`src/oscctl_regs.svh`:
```
`ifndef OSCCTL_REGS_SVH
`define OSCCTL_REGS_SVH

`define OSCCTL_ADDR_W          12
`define OSCCTL_OFF_SOURCE      12'h88e
`define OSCCTL_OFF_READY       12'h890
`define OSCCTL_OFF_FORCE       12'h891
`define OSCCTL_OFF_TRIM        12'h892
`define OSCCTL_OFF_RATE        12'h893

`define OSCCTL_SRC_LSB         4
`define OSCCTL_SRC_MSB         5
`define OSCCTL_BIT_FAST        6
`define OSCCTL_BIT_MEDIUM      5
`define OSCCTL_BIT_SLOW        4
`define OSCCTL_BIT_CONV        2
`define OSCCTL_BIT_SPECIAL     1
`define OSCCTL_FORCE_MASK      8'h74
`define OSCCTL_TRIM_MASK       8'h3f
`define OSCCTL_RATE_MASK       8'h07

`define OSCCTL_TRIM_RST        6'h00
`define OSCCTL_FORCE_RST       8'h00
`define OSCCTL_RATE_1MHZ       3'h0
`define OSCCTL_RATE_16MHZ      3'h4
`define OSCCTL_RATE_32MHZ      3'h5
`define OSCCTL_RATE_MAX        3'h5

`define OSCCTL_CLK_MHZ         250
`define OSCCTL_START_NS        1000
`define OSCCTL_START_CYC       ((`OSCCTL_START_NS * `OSCCTL_CLK_MHZ + 999) / 1000)
`define OSCCTL_SLEW_NS         16
`define OSCCTL_SLEW_CYC        ((`OSCCTL_SLEW_NS * `OSCCTL_CLK_MHZ + 999) / 1000)
`define OSCCTL_MED_500K_NS     2000
`define OSCCTL_MED_31K_NS      32000
`define OSCCTL_MED_500K_HALF   ((`OSCCTL_MED_500K_NS * `OSCCTL_CLK_MHZ) / 2000)
`define OSCCTL_MED_31K_HALF    ((`OSCCTL_MED_31K_NS * `OSCCTL_CLK_MHZ) / 2000)

`endif

```
`src/oscctl_pkg.sv`:
```
package oscctl_pkg;
  typedef enum logic [1:0] {
    OSCCTL_SRC_HF32,
    OSCCTL_SRC_SLOW,
    OSCCTL_SRC_HF1,
    OSCCTL_SRC_EXT
  } oscctl_src_e;
  typedef logic [2:0] oscctl_rate_t;
  typedef logic [5:0] oscctl_trim_t;
endpackage

```
`src/oscctl_osc_ready.sv`:
```
`timescale 1ns/1ps
`default_nettype none
`include "oscctl_regs.svh"
// Models one oscillator's start-up: ready rises a fixed time after run, drops at once.
module oscctl_osc_ready (
  input  wire logic sys_clk,   // System clock
  input  wire logic rst_b,     // Async reset, active low
  input  wire logic clk_en,    // Clock enable
  input  wire logic run,       // Oscillator requested to run
  output logic      ready      // Oscillator stable
);
  logic [9:0] cnt_q;

  always_ff @(posedge sys_clk or negedge rst_b) begin
    if (!rst_b) begin
      cnt_q <= 10'h000;
      ready <= 1'b0;
    end else if (clk_en) begin
      if (!run) begin
        cnt_q <= 10'h000;
        ready <= 1'b0;
      end else if (cnt_q == 10'(`OSCCTL_START_CYC - 1)) begin
        ready <= 1'b1;
      end else begin
        cnt_q <= cnt_q + 10'h001;
      end
    end
  end
endmodule
`default_nettype wire

```
`src/oscctl_top.sv`:
```
`timescale 1ns/1ps
`default_nettype none
`include "oscctl_regs.svh"
module oscctl_top (
  input  wire logic        sys_clk,              // 250 MHz system clock
  input  wire logic        rst_b,                // Async reset, active low
  input  wire logic        clk_en,               // Freezes all state while low
  input  wire logic [1:0]  reset_source_setting, // Configuration strap, caught at reset release
  input  wire logic [11:0] addr,                 // Register byte address
  input  wire logic [7:0]  wdata,                // Write data
  input  wire logic        wr,                   // Write strobe
  input  wire logic        rd,                   // Read strobe
  input  wire logic        fast_req,             // Peripheral request for fast oscillator
  input  wire logic        medium_req,           // Peripheral request for medium oscillator
  input  wire logic        slow_req,             // Peripheral request for slow oscillator
  input  wire logic        conv_req,             // Peripheral request for converter RC
  input  wire logic        special_req,          // Peripheral request for special oscillator
  output logic [7:0]       rdata,                // Read data, valid the cycle after rd
  output logic [1:0]       active_source,        // Current clock source code
  output logic             fast_run,             // Fast oscillator enable
  output logic             medium_run,           // Medium oscillator enable
  output logic             slow_run,             // Slow oscillator enable
  output logic             conv_run,             // Converter RC enable
  output logic             special_run,          // Special oscillator enable
  output logic [2:0]       fast_rate_out,        // Applied fast rate code
  output logic [5:0]       fast_trim_out,        // Applied trim, slewed
  output logic             med_tick_500k,        // One-cycle 500 kHz tick
  output logic             med_tick_31k          // One-cycle 31.25 kHz tick
);
  logic [7:0]                 force_q;
  oscctl_pkg::oscctl_trim_t   fast_trim_code_q;
  oscctl_pkg::oscctl_rate_t   fast_rate_code_q;
  oscctl_pkg::oscctl_src_e    src_q;
  logic                       strap_done_q;
  logic                       fast_ok;
  logic                       medium_ok;
  logic                       slow_ok;
  logic                       conv_ok;
  logic                       special_ok;
  logic [7:0]                 ready_flags;
  logic [3:0]                 slew_q;
  logic [8:0]                 div500_q;
  logic [12:0]                div31_q;

  function automatic logic fwr(input logic [11:0] a);
    fwr = wr && (addr == a);
  endfunction

  // Strap is sampled by a clock edge after release; an async load would race the pin.
  always_ff @(posedge sys_clk or negedge rst_b) begin
    if (!rst_b) begin
      src_q        <= oscctl_pkg::OSCCTL_SRC_HF32;
      strap_done_q <= 1'b0;
    end else if (clk_en && !strap_done_q) begin
      src_q        <= oscctl_pkg::oscctl_src_e'(reset_source_setting);
      strap_done_q <= 1'b1;
    end
  end

  always_ff @(posedge sys_clk or negedge rst_b) begin
    if (!rst_b) begin
      force_q <= `OSCCTL_FORCE_RST;
    end else if (clk_en && fwr(`OSCCTL_OFF_FORCE)) begin
      force_q <= wdata & `OSCCTL_FORCE_MASK;
    end
  end

  always_ff @(posedge sys_clk or negedge rst_b) begin
    if (!rst_b) begin
      fast_trim_code_q <= `OSCCTL_TRIM_RST;
    end else if (clk_en && fwr(`OSCCTL_OFF_TRIM)) begin
      fast_trim_code_q <= wdata[5:0];
    end
  end

  // Rate follows the strap once; reserved codes are kept out so the divider never sees them.
  always_ff @(posedge sys_clk or negedge rst_b) begin
    if (!rst_b) begin
      fast_rate_code_q <= `OSCCTL_RATE_16MHZ;
    end else if (clk_en) begin
      if (!strap_done_q) begin
        if (reset_source_setting == 2'h2) begin
          fast_rate_code_q <= `OSCCTL_RATE_1MHZ;
        end else if (reset_source_setting == 2'h0) begin
          fast_rate_code_q <= `OSCCTL_RATE_32MHZ;
        end
      end else if (fwr(`OSCCTL_OFF_RATE) && wdata[2:0] <= `OSCCTL_RATE_MAX) begin
        fast_rate_code_q <= wdata[2:0];
      end
    end
  end

  // Enable = force bit OR request (special: request only); fast also runs as system clock or for medium/special, slow as system clock.
  always_ff @(posedge sys_clk or negedge rst_b) begin
    if (!rst_b) begin
      fast_run    <= 1'b0;
      medium_run  <= 1'b0;
      slow_run    <= 1'b0;
      conv_run    <= 1'b0;
      special_run <= 1'b0;
    end else if (clk_en) begin
      medium_run  <= force_q[`OSCCTL_BIT_MEDIUM] | medium_req;
      slow_run    <= force_q[`OSCCTL_BIT_SLOW] | slow_req
                     | (src_q == oscctl_pkg::OSCCTL_SRC_SLOW);
      conv_run    <= force_q[`OSCCTL_BIT_CONV] | conv_req;
      special_run <= special_req;
      fast_run    <= force_q[`OSCCTL_BIT_FAST] | fast_req
                     | medium_run | special_run
                     | (src_q == oscctl_pkg::OSCCTL_SRC_HF32)
                     | (src_q == oscctl_pkg::OSCCTL_SRC_HF1);
    end
  end

  oscctl_osc_ready u_fast (
    .sys_clk (sys_clk),
    .rst_b   (rst_b),
    .clk_en  (clk_en),
    .run     (fast_run),
    .ready   (fast_ok)
  );
  oscctl_osc_ready u_medium (
    .sys_clk (sys_clk),
    .rst_b   (rst_b),
    .clk_en  (clk_en),
    .run     (medium_run & fast_ok),
    .ready   (medium_ok)
  );
  oscctl_osc_ready u_slow (
    .sys_clk (sys_clk),
    .rst_b   (rst_b),
    .clk_en  (clk_en),
    .run     (slow_run),
    .ready   (slow_ok)
  );
  oscctl_osc_ready u_conv (
    .sys_clk (sys_clk),
    .rst_b   (rst_b),
    .clk_en  (clk_en),
    .run     (conv_run),
    .ready   (conv_ok)
  );
  oscctl_osc_ready u_special (
    .sys_clk (sys_clk),
    .rst_b   (rst_b),
    .clk_en  (clk_en),
    .run     (special_run & fast_ok),
    .ready   (special_ok)
  );

  always_comb begin
    ready_flags                      = 8'h00;
    ready_flags[`OSCCTL_BIT_FAST]    = fast_ok;
    ready_flags[`OSCCTL_BIT_MEDIUM]  = medium_ok;
    ready_flags[`OSCCTL_BIT_SLOW]    = slow_ok;
    ready_flags[`OSCCTL_BIT_CONV]    = conv_ok;
    ready_flags[`OSCCTL_BIT_SPECIAL] = special_ok;
  end

  always_ff @(posedge sys_clk or negedge rst_b) begin
    if (!rst_b) begin
      rdata <= 8'h00;
    end else if (clk_en) begin
      if (rd) begin
        case (addr)
          `OSCCTL_OFF_SOURCE: rdata <= {2'h0, src_q, 4'h0};
          `OSCCTL_OFF_READY:  rdata <= ready_flags;
          `OSCCTL_OFF_FORCE:  rdata <= force_q;
          `OSCCTL_OFF_TRIM:   rdata <= {2'h0, fast_trim_code_q};
          `OSCCTL_OFF_RATE:   rdata <= {5'h00, fast_rate_code_q};
          default:            rdata <= 8'h00;
        endcase
      end else begin
        rdata <= 8'h00;
      end
    end
  end

  always_ff @(posedge sys_clk or negedge rst_b) begin
    if (!rst_b) begin
      active_source <= 2'h0;
      fast_rate_out <= `OSCCTL_RATE_16MHZ;
    end else if (clk_en) begin
      active_source <= src_q;
      fast_rate_out <= fast_rate_code_q;
    end
  end

  // Trim moves one signed step per slew period; no done flag, by design.
  always_ff @(posedge sys_clk or negedge rst_b) begin
    if (!rst_b) begin
      slew_q        <= 4'h0;
      fast_trim_out <= `OSCCTL_TRIM_RST;
    end else if (clk_en) begin
      if (slew_q == 4'(`OSCCTL_SLEW_CYC - 1)) begin
        slew_q <= 4'h0;
        if ($signed(fast_trim_out) < $signed(fast_trim_code_q)) begin
          fast_trim_out <= fast_trim_out + 6'h01;
        end else if ($signed(fast_trim_out) > $signed(fast_trim_code_q)) begin
          fast_trim_out <= fast_trim_out - 6'h01;
        end
      end else begin
        slew_q <= slew_q + 4'h1;
      end
    end
  end

  // Fixed periods counted on the reference clock, so the ticks ignore the rate code.
  always_ff @(posedge sys_clk or negedge rst_b) begin
    if (!rst_b) begin
      div500_q      <= 9'h000;
      div31_q       <= 13'h0000;
      med_tick_500k <= 1'b0;
      med_tick_31k  <= 1'b0;
    end else if (clk_en) begin
      med_tick_500k <= 1'b0;
      med_tick_31k  <= 1'b0;
      if (!medium_ok) begin
        div500_q <= 9'h000;
        div31_q  <= 13'h0000;
      end else begin
        // A 500-cycle period needs nine bits; eight would wrap early
        if (div500_q == 9'(2 * `OSCCTL_MED_500K_HALF - 1)) begin
          div500_q      <= 9'h000;
          med_tick_500k <= 1'b1;
        end else begin
          div500_q <= div500_q + 9'h001;
        end
        if (div31_q == 13'(2 * `OSCCTL_MED_31K_HALF - 1)) begin
          div31_q      <= 13'h0000;
          med_tick_31k <= 1'b1;
        end else begin
          div31_q <= div31_q + 13'h0001;
        end
      end
    end
  end
endmodule
`default_nettype wire

```
`config.mk`:
```
export PLATFORM = sky130hd
export DESIGN_NAME = oscctl_top
export DESIGN_NICKNAME = d
export VERILOG_FILES = /design/src/oscctl_pkg.sv /design/src/oscctl_osc_ready.sv /design/src/oscctl_top.sv
export VERILOG_INCLUDE_DIRS = /design/src /design/src/src
export SDC_FILE = /design/constraint.sdc
export NUM_CORES = 1
export LEC_CHECK = 0
export BUFFER_PORTS_ARGS = -buffer_cell sky130_fd_sc_hd__buf_4
export CAP_MARGIN = 25
export CORE_UTILIZATION = 45
export CTS_CLUSTER_DIAMETER = 200
export CTS_CLUSTER_SIZE = 8
export DETAILED_ROUTE_END_ITERATION = 6
export GPL_ROUTABILITY_DRIVEN = 0
export SLEW_MARGIN = 5
export SYNTH_ARGS = -nofsm -noshare
export SYNTH_HDL_FRONTEND = slang
export SYNTH_HIERARCHICAL = 1
export SYNTH_SLANG_ARGS = --single-unit
export TNS_END_PERCENT = 10
```
`constraint.sdc`:
```
create_clock -name sys_clk -period 7.88 [get_ports sys_clk]
set_input_delay 0.788 -clock sys_clk [delete_from_list [all_inputs] [get_ports sys_clk]]
set_output_delay 0.788 -clock sys_clk [all_outputs]
set_load 0.02 [all_outputs]
```
After elaboration in Yosys (flattened, before gate mapping)
Index checks and enable logic that the tools add are counted.
W data, S select, Z words.
{"block": "op_classes", "add_sub_neg": 10, "multipliers": 0, "div": 0, "n_lt_le_gt_ge": 3, "eq_ne": 27, "shifts": 0, "muxes": 37, "bitwise": 11, "reduce_logical": 24}
{"cell": "$mux W10", "count": 10}
{"cell": "$eq A12 B12 Y1 const B", "count": 5}
{"cell": "$add A10 B1 Y10 const B", "count": 5}
{"cell": "$eq A10 B8 Y1 const B", "count": 5}
{"cell": "$pmux W7 S5", "count": 1}
{"cell": "$mux W13", "count": 2}
{"cell": "$reduce_and A2 Y1", "count": 10}
{"cell": "$mux W9", "count": 2}
{"cell": "$mux W1", "count": 14}
{"cell": "$ne A2 B2 Y1 const B", "count": 7}
{"cell": "$add A13 B1 Y13 const B", "count": 1}
{"cell": "$eq A13 B13 Y1 const B", "count": 1}
{"cell": "$mux W3", "count": 4}
{"cell": "$mux W6", "count": 2}
{"cell": "$add A9 B1 Y9 const B", "count": 1}
{"cell": "$eq A9 B9 Y1 const B", "count": 1}
{"cell": "$or A1 B1 Y1", "count": 9}
{"cell": "$mux W8", "count": 1}
{"cell": "$ne A2 B1 Y1 const B", "count": 4}
{"cell": "$logic_and A1 B1 Y1", "count": 7}
{"cell": "$add A6 B1 Y6 const B", "count": 1}
{"cell": "$gt A6 B6 Y1", "count": 1}
{"cell": "$lt A6 B6 Y1", "count": 1}
{"cell": "$reduce_and A3 Y1", "count": 2}
{"cell": "other kinds (12)", "count": 15}
{"block": "totals", "regBits": 123, "latch_bits": 0, "mem_bits_rw": 0, "romBits": 0, "input_bits": 32, "out_inout_bits": 26, "elab_cells": 141, "mem_count": 0}

Depth between registers and ports, before layout
{"block": "logic_depth", "depth_word": 5, "depth_mapped": 10, "mapped_depth_nobuf": 10}

By module
The synthesis kept the hierarchy.
{"mod": "oscctl_top", "n_inst": 1, "cells_each": 338, "area_per_inst_um2": 3424.5, "seq_area_each_um2": 1679.1}
{"mod": "oscctl_osc_ready", "n_inst": 5, "cells_each": 71, "area_per_inst_um2": 661.9, "seq_area_each_um2": 275.3}

Worst setup path before layout
Ideal clock, no wire load.
{"block": "synth_timing", "kind": "reg-to-reg", "startpoint": "reg fast_trim_out[3]", "endpoint": "reg fast_trim_out[2]", "setup_time_ns": 0.080, "arrival_ns": 2.596, "t_required_ns": 7.800, "slack_ns": 5.204, "stages_incl_launch_ff": 10, "path_buffers": 0, "period_less_slack_ns": 2.676, "path_cell_list": "dfrtp_1 ha_1 nand3_1 o21bai_1 a32oi_2 xor2_1 ha_1 or4_1 mux2i_1 xor2_1"}
{"block": "synth_between", "elab_chain_len": 3, "elab_cells_between_ends": 5, "classes_between": "order compare: 2; mux: 1; reduce/logical: 2"}
{"item": "start: declaration", "line": "oscctl_top.sv:26", "source": "output logic [5:0] fast_trim_out,"}
{"item": "start signal: assignment", "line": "oscctl_top.sv:192", "source": "fast_trim_out <= `OSCCTL_TRIM_RST;"}
{"item": "start signal: assignment", "line": "oscctl_top.sv:197", "source": "fast_trim_out <= fast_trim_out + 6'h01;"}
{"item": "start signal: assignment", "line": "oscctl_top.sv:199", "source": "fast_trim_out <= fast_trim_out - 6'h01;"}
{"item": "$lt A6 B6 Y1 or $gt A6 B6 Y1 (tied branches)", "line": "oscctl_top.sv:196, oscctl_top.sv:198"}
{"item": "$reduce_bool A2 Y1 (no line)"}
{"item": "$reduce_and A3 Y1 (no line)"}
Several ways; a longest one is shown, not always the timed one.
A chain may end at the register's enable or synchronous reset.

Worst setup path after layout
{"block": "layout_timing", "startpoint": "in clk_en", "endpoint": "reg fast_trim_out[4]"}
{"block": "layout_between", "elab_chain_len": 1}
{"item": "start: declaration", "line": "oscctl_top.sv:7", "source": "input wire logic clk_en,"}
{"item": "$reduce_and A3 Y1 (no line)"}
Every way passes these cells.

==> flow_metrics.env <==
export IMPL_slew_headroom_pct=50.3
export IMPL_path_delay_family="buffers and inverters"
export IMPL_post_route_cell_area_um2=7910
export IMPL_powerDensity_nw_per_um2=236
export IMPL_via_per_inst=5.81
export IMPL_maxCapViolCount=0
export IMPL_grt_overflow=0
export IMPL_dieArea_um2=15500
export IMPL_n_antenna_cell=0
export IMPL_crit_chain="buf_4, buf_4, nand4bb_1, or4_1, or3_1, mux2i_1, xor2_1"
export IMPL_vias=5506
export IMPL_drc_errors=0
export IMPL_io_pins=58
export IMPL_final_common_cell="dfrtp_1"
export IMPL_firstDrtPassIters=4
export IMPL_period_share_pct=39.2
export IMPL_cts_buffers=17
export IMPL_start_util_pct=46.2
export IMPL_final_cell_mix="dfrtp_1, buf_4, nand2_1, inv_1, nand3_1"
export IMPL_post_cts_buffers=0
export IMPL_drt_antenna_violating_nets=0
export IMPL_cp_data_required_time_ps=8220
export IMPL_hold_viol_final=0
export IMPL_pre_cts_ws_ps=4370
export IMPL_syn_num_nets=745
export IMPL_grt_use_total_pct=20.9
export IMPL_syn_inst=693
export IMPL_areaGrowthSynthToFinish_pct=17.5
export IMPL_finalSetupViolations=0
export IMPL_clockBufferDepth=2
export IMPL_synth_fa_ha_area_share_pct=3.72
export IMPL_fin_tns_setup_ps=0
export IMPL_grt_first_pass_wirelength_um=26500
export IMPL_muxShareOfSynthArea_pct=4.83
export IMPL_max_vdd_ir_drop_uv=229
export IMPL_drv_slew=0
export IMPL_ys_types=58
export IMPL_path_buf_inv=2
export IMPL_avgSynthCellArea_um2=9.72
export IMPL_synth_seq_cells=122
export IMPL_cp_arrival_ps=3430
export IMPL_die_y_um=124
export IMPL_grt_pass1_vias=5456
export IMPL_dpl_cell_count=914
export IMPL_cts_hold_buf=0
export IMPL_grt_max_degree=81
export IMPL_cts_num_sinks=122
export IMPL_synth_simple_gate_area_share_pct=24.1
export IMPL_crit_path_frequent_cell="buf_4"
export IMPL_cp_slowest_cell="buf_4"
export IMPL_tritoncts="built"
export IMPL_fin_nets=802
export IMPL_hp_class="in -> async"
export IMPL_io_buffers=55
export IMPL_ys_flop_type="dfrtp_1"
export IMPL_setup_ws_ps=4790
export IMPL_p_leak_nw=3.33
export IMPL_core_um2=14600
export IMPL_critPathCaptureType="flop"
export IMPL_wl_per_cell_um=16.1
export IMPL_path_clk_slew_ps=70
export IMPL_max_stage_delay_ps=680
export IMPL_status="completed"
export IMPL_htree_levels=4
export IMPL_fmax_mhz=323
export IMPL_hpwl_um=10300
export IMPL_insertion_delay_ps=420
export IMPL_rsz0062_at_grt="false"
export IMPL_finalCriticalPeriod_ps=3090
export IMPL_ys_seq_area_share_pct=45.4
export IMPL_final_util_pct=54.2
export IMPL_syn_area_um2=6730
export IMPL_finalClockSkew_ps=10.1
export IMPL_whs_ps=379
export IMPL_synth_top_family_by_area="simple AND/OR/NAND/NOR gates"
export IMPL_n_fill_cell=1316
export IMPL_drt_iter0_markers=390
export IMPL_antenna_found_initial=0
export IMPL_synth_async_sr_flop_share_pct=100
export IMPL_cts_root_buf="clkbuf_16"
export IMPL_yosysWarnings=6
export IMPL_startpoint_type="input port"
export IMPL_worstMarginPinSlew_ps=746
export IMPL_synth_edff_count=0
export IMPL_worst_setup_path_type="in -> reg"
export IMPL_dpl_cell_area_um2=7310
export IMPL_cts_resized_gates=0
export IMPL_wl_um=15300
export IMPL_drive_above_1_share_pct=16.5
export IMPL_fin_cells=947
export IMPL_synth_compound_area_share_pct=15.7
export IMPL_fp_row_count=44
export IMPL_cp_max_fo=80
export IMPL_die_w_um=124
export IMPL_synthXorXnorAreaFrac_pct=2.47
export IMPL_power_mw=1.87
## cell usage after synthesis (all sizes together), types with 11 or more instances
cell type,count,area share [%]
a21oi,14,1.0
clkbuf,17,0.95
dfrtp,120,45
ha,20,3.7
inv,46,2.6
mux2,18,3.0
nand2,53,3.0
nand2b,27,2.5
nand3,46,3.4
nand3b,15,1.7
nand4,14,1.3
nor2,37,2.1
nor3,18,1.3
o211ai,11,1.2
o21ai,31,2.3
o311ai,25,3.3
or3,12,1.1
or4,23,2.6
## path summary, 6_finish.rpt
path                                   from                to  slack, ps  depth (start not counted)
max in group asynchronous             rst_b        div31_q[1]       6390                          3
setup / recovery                     clk_en  fast_trim_out[4]       4790                          7
hold / removal                        rst_b          rdata[2]        380                          1
hold reg to reg                  div31_q[0]        div31_q[0]        500                          1
setup reg to reg           fast_trim_out[3]  fast_trim_out[2]       5030                          9
min in group sys_clk             div31_q[0]        div31_q[0]        500                          1
## power by group
part / switching (mW) / total (mW) / leakage (nW) / internal [mW]
combinational: 0.162 / 0.314 / 1.49 / 0.152
sequential: 0.0985 / 0.794 / 1.57 / 0.696
clock: 0.310 / 0.758 / 0.271 / 0.448
## per-layer routing
metal	wire length [um]	vias up	GRT usage (%)
li1	-	2713	-
met5	0	-	0
met2	7090	79	33.5
met4	109	0	5.03
met1	7380	2705	28.1
met3	714	9	5.93
## cell families (layout without fill, tap and decap cells)
logic type	Yosys count	after routing
buffers and inverters	66	136
flip-flops	122	122
adder cells (fa/ha/maj)	20	20
AND/OR/NAND/NOR	288	288
AO/OA/AOI/OAI	148	148
multiplexers	29	29
other	1	1
XOR/XNOR	19	19
## flip-flops by register name, summed over array words and instances, names as in the netlist, 3 cells and up
name              cells
div31_q              13
fast_rate_out         3
fast_trim_code_q      6
u_conv/cnt_q         10
fast_trim_out         6
u_slow/cnt_q         10
u_special/cnt_q      10
fast_rate_code_q      3
div500_q              9
rdata                 7
u_fast/cnt_q         10
force_q               4
slew_q                4
u_medium/cnt_q       10
## area by class of cell
class	instances	area (um^2)	area share [%]
multi-input combinational	505	3420	43.3
sequential	122	3060	38.6
timing repair buffer	58	455	5.76
clock buffer	18	439	5.55
tap	184	230	2.91
inverter	46	173	2.18
clock inverter	14	135	1.71
Note: power is estimated with default switching activity, not from simulation.
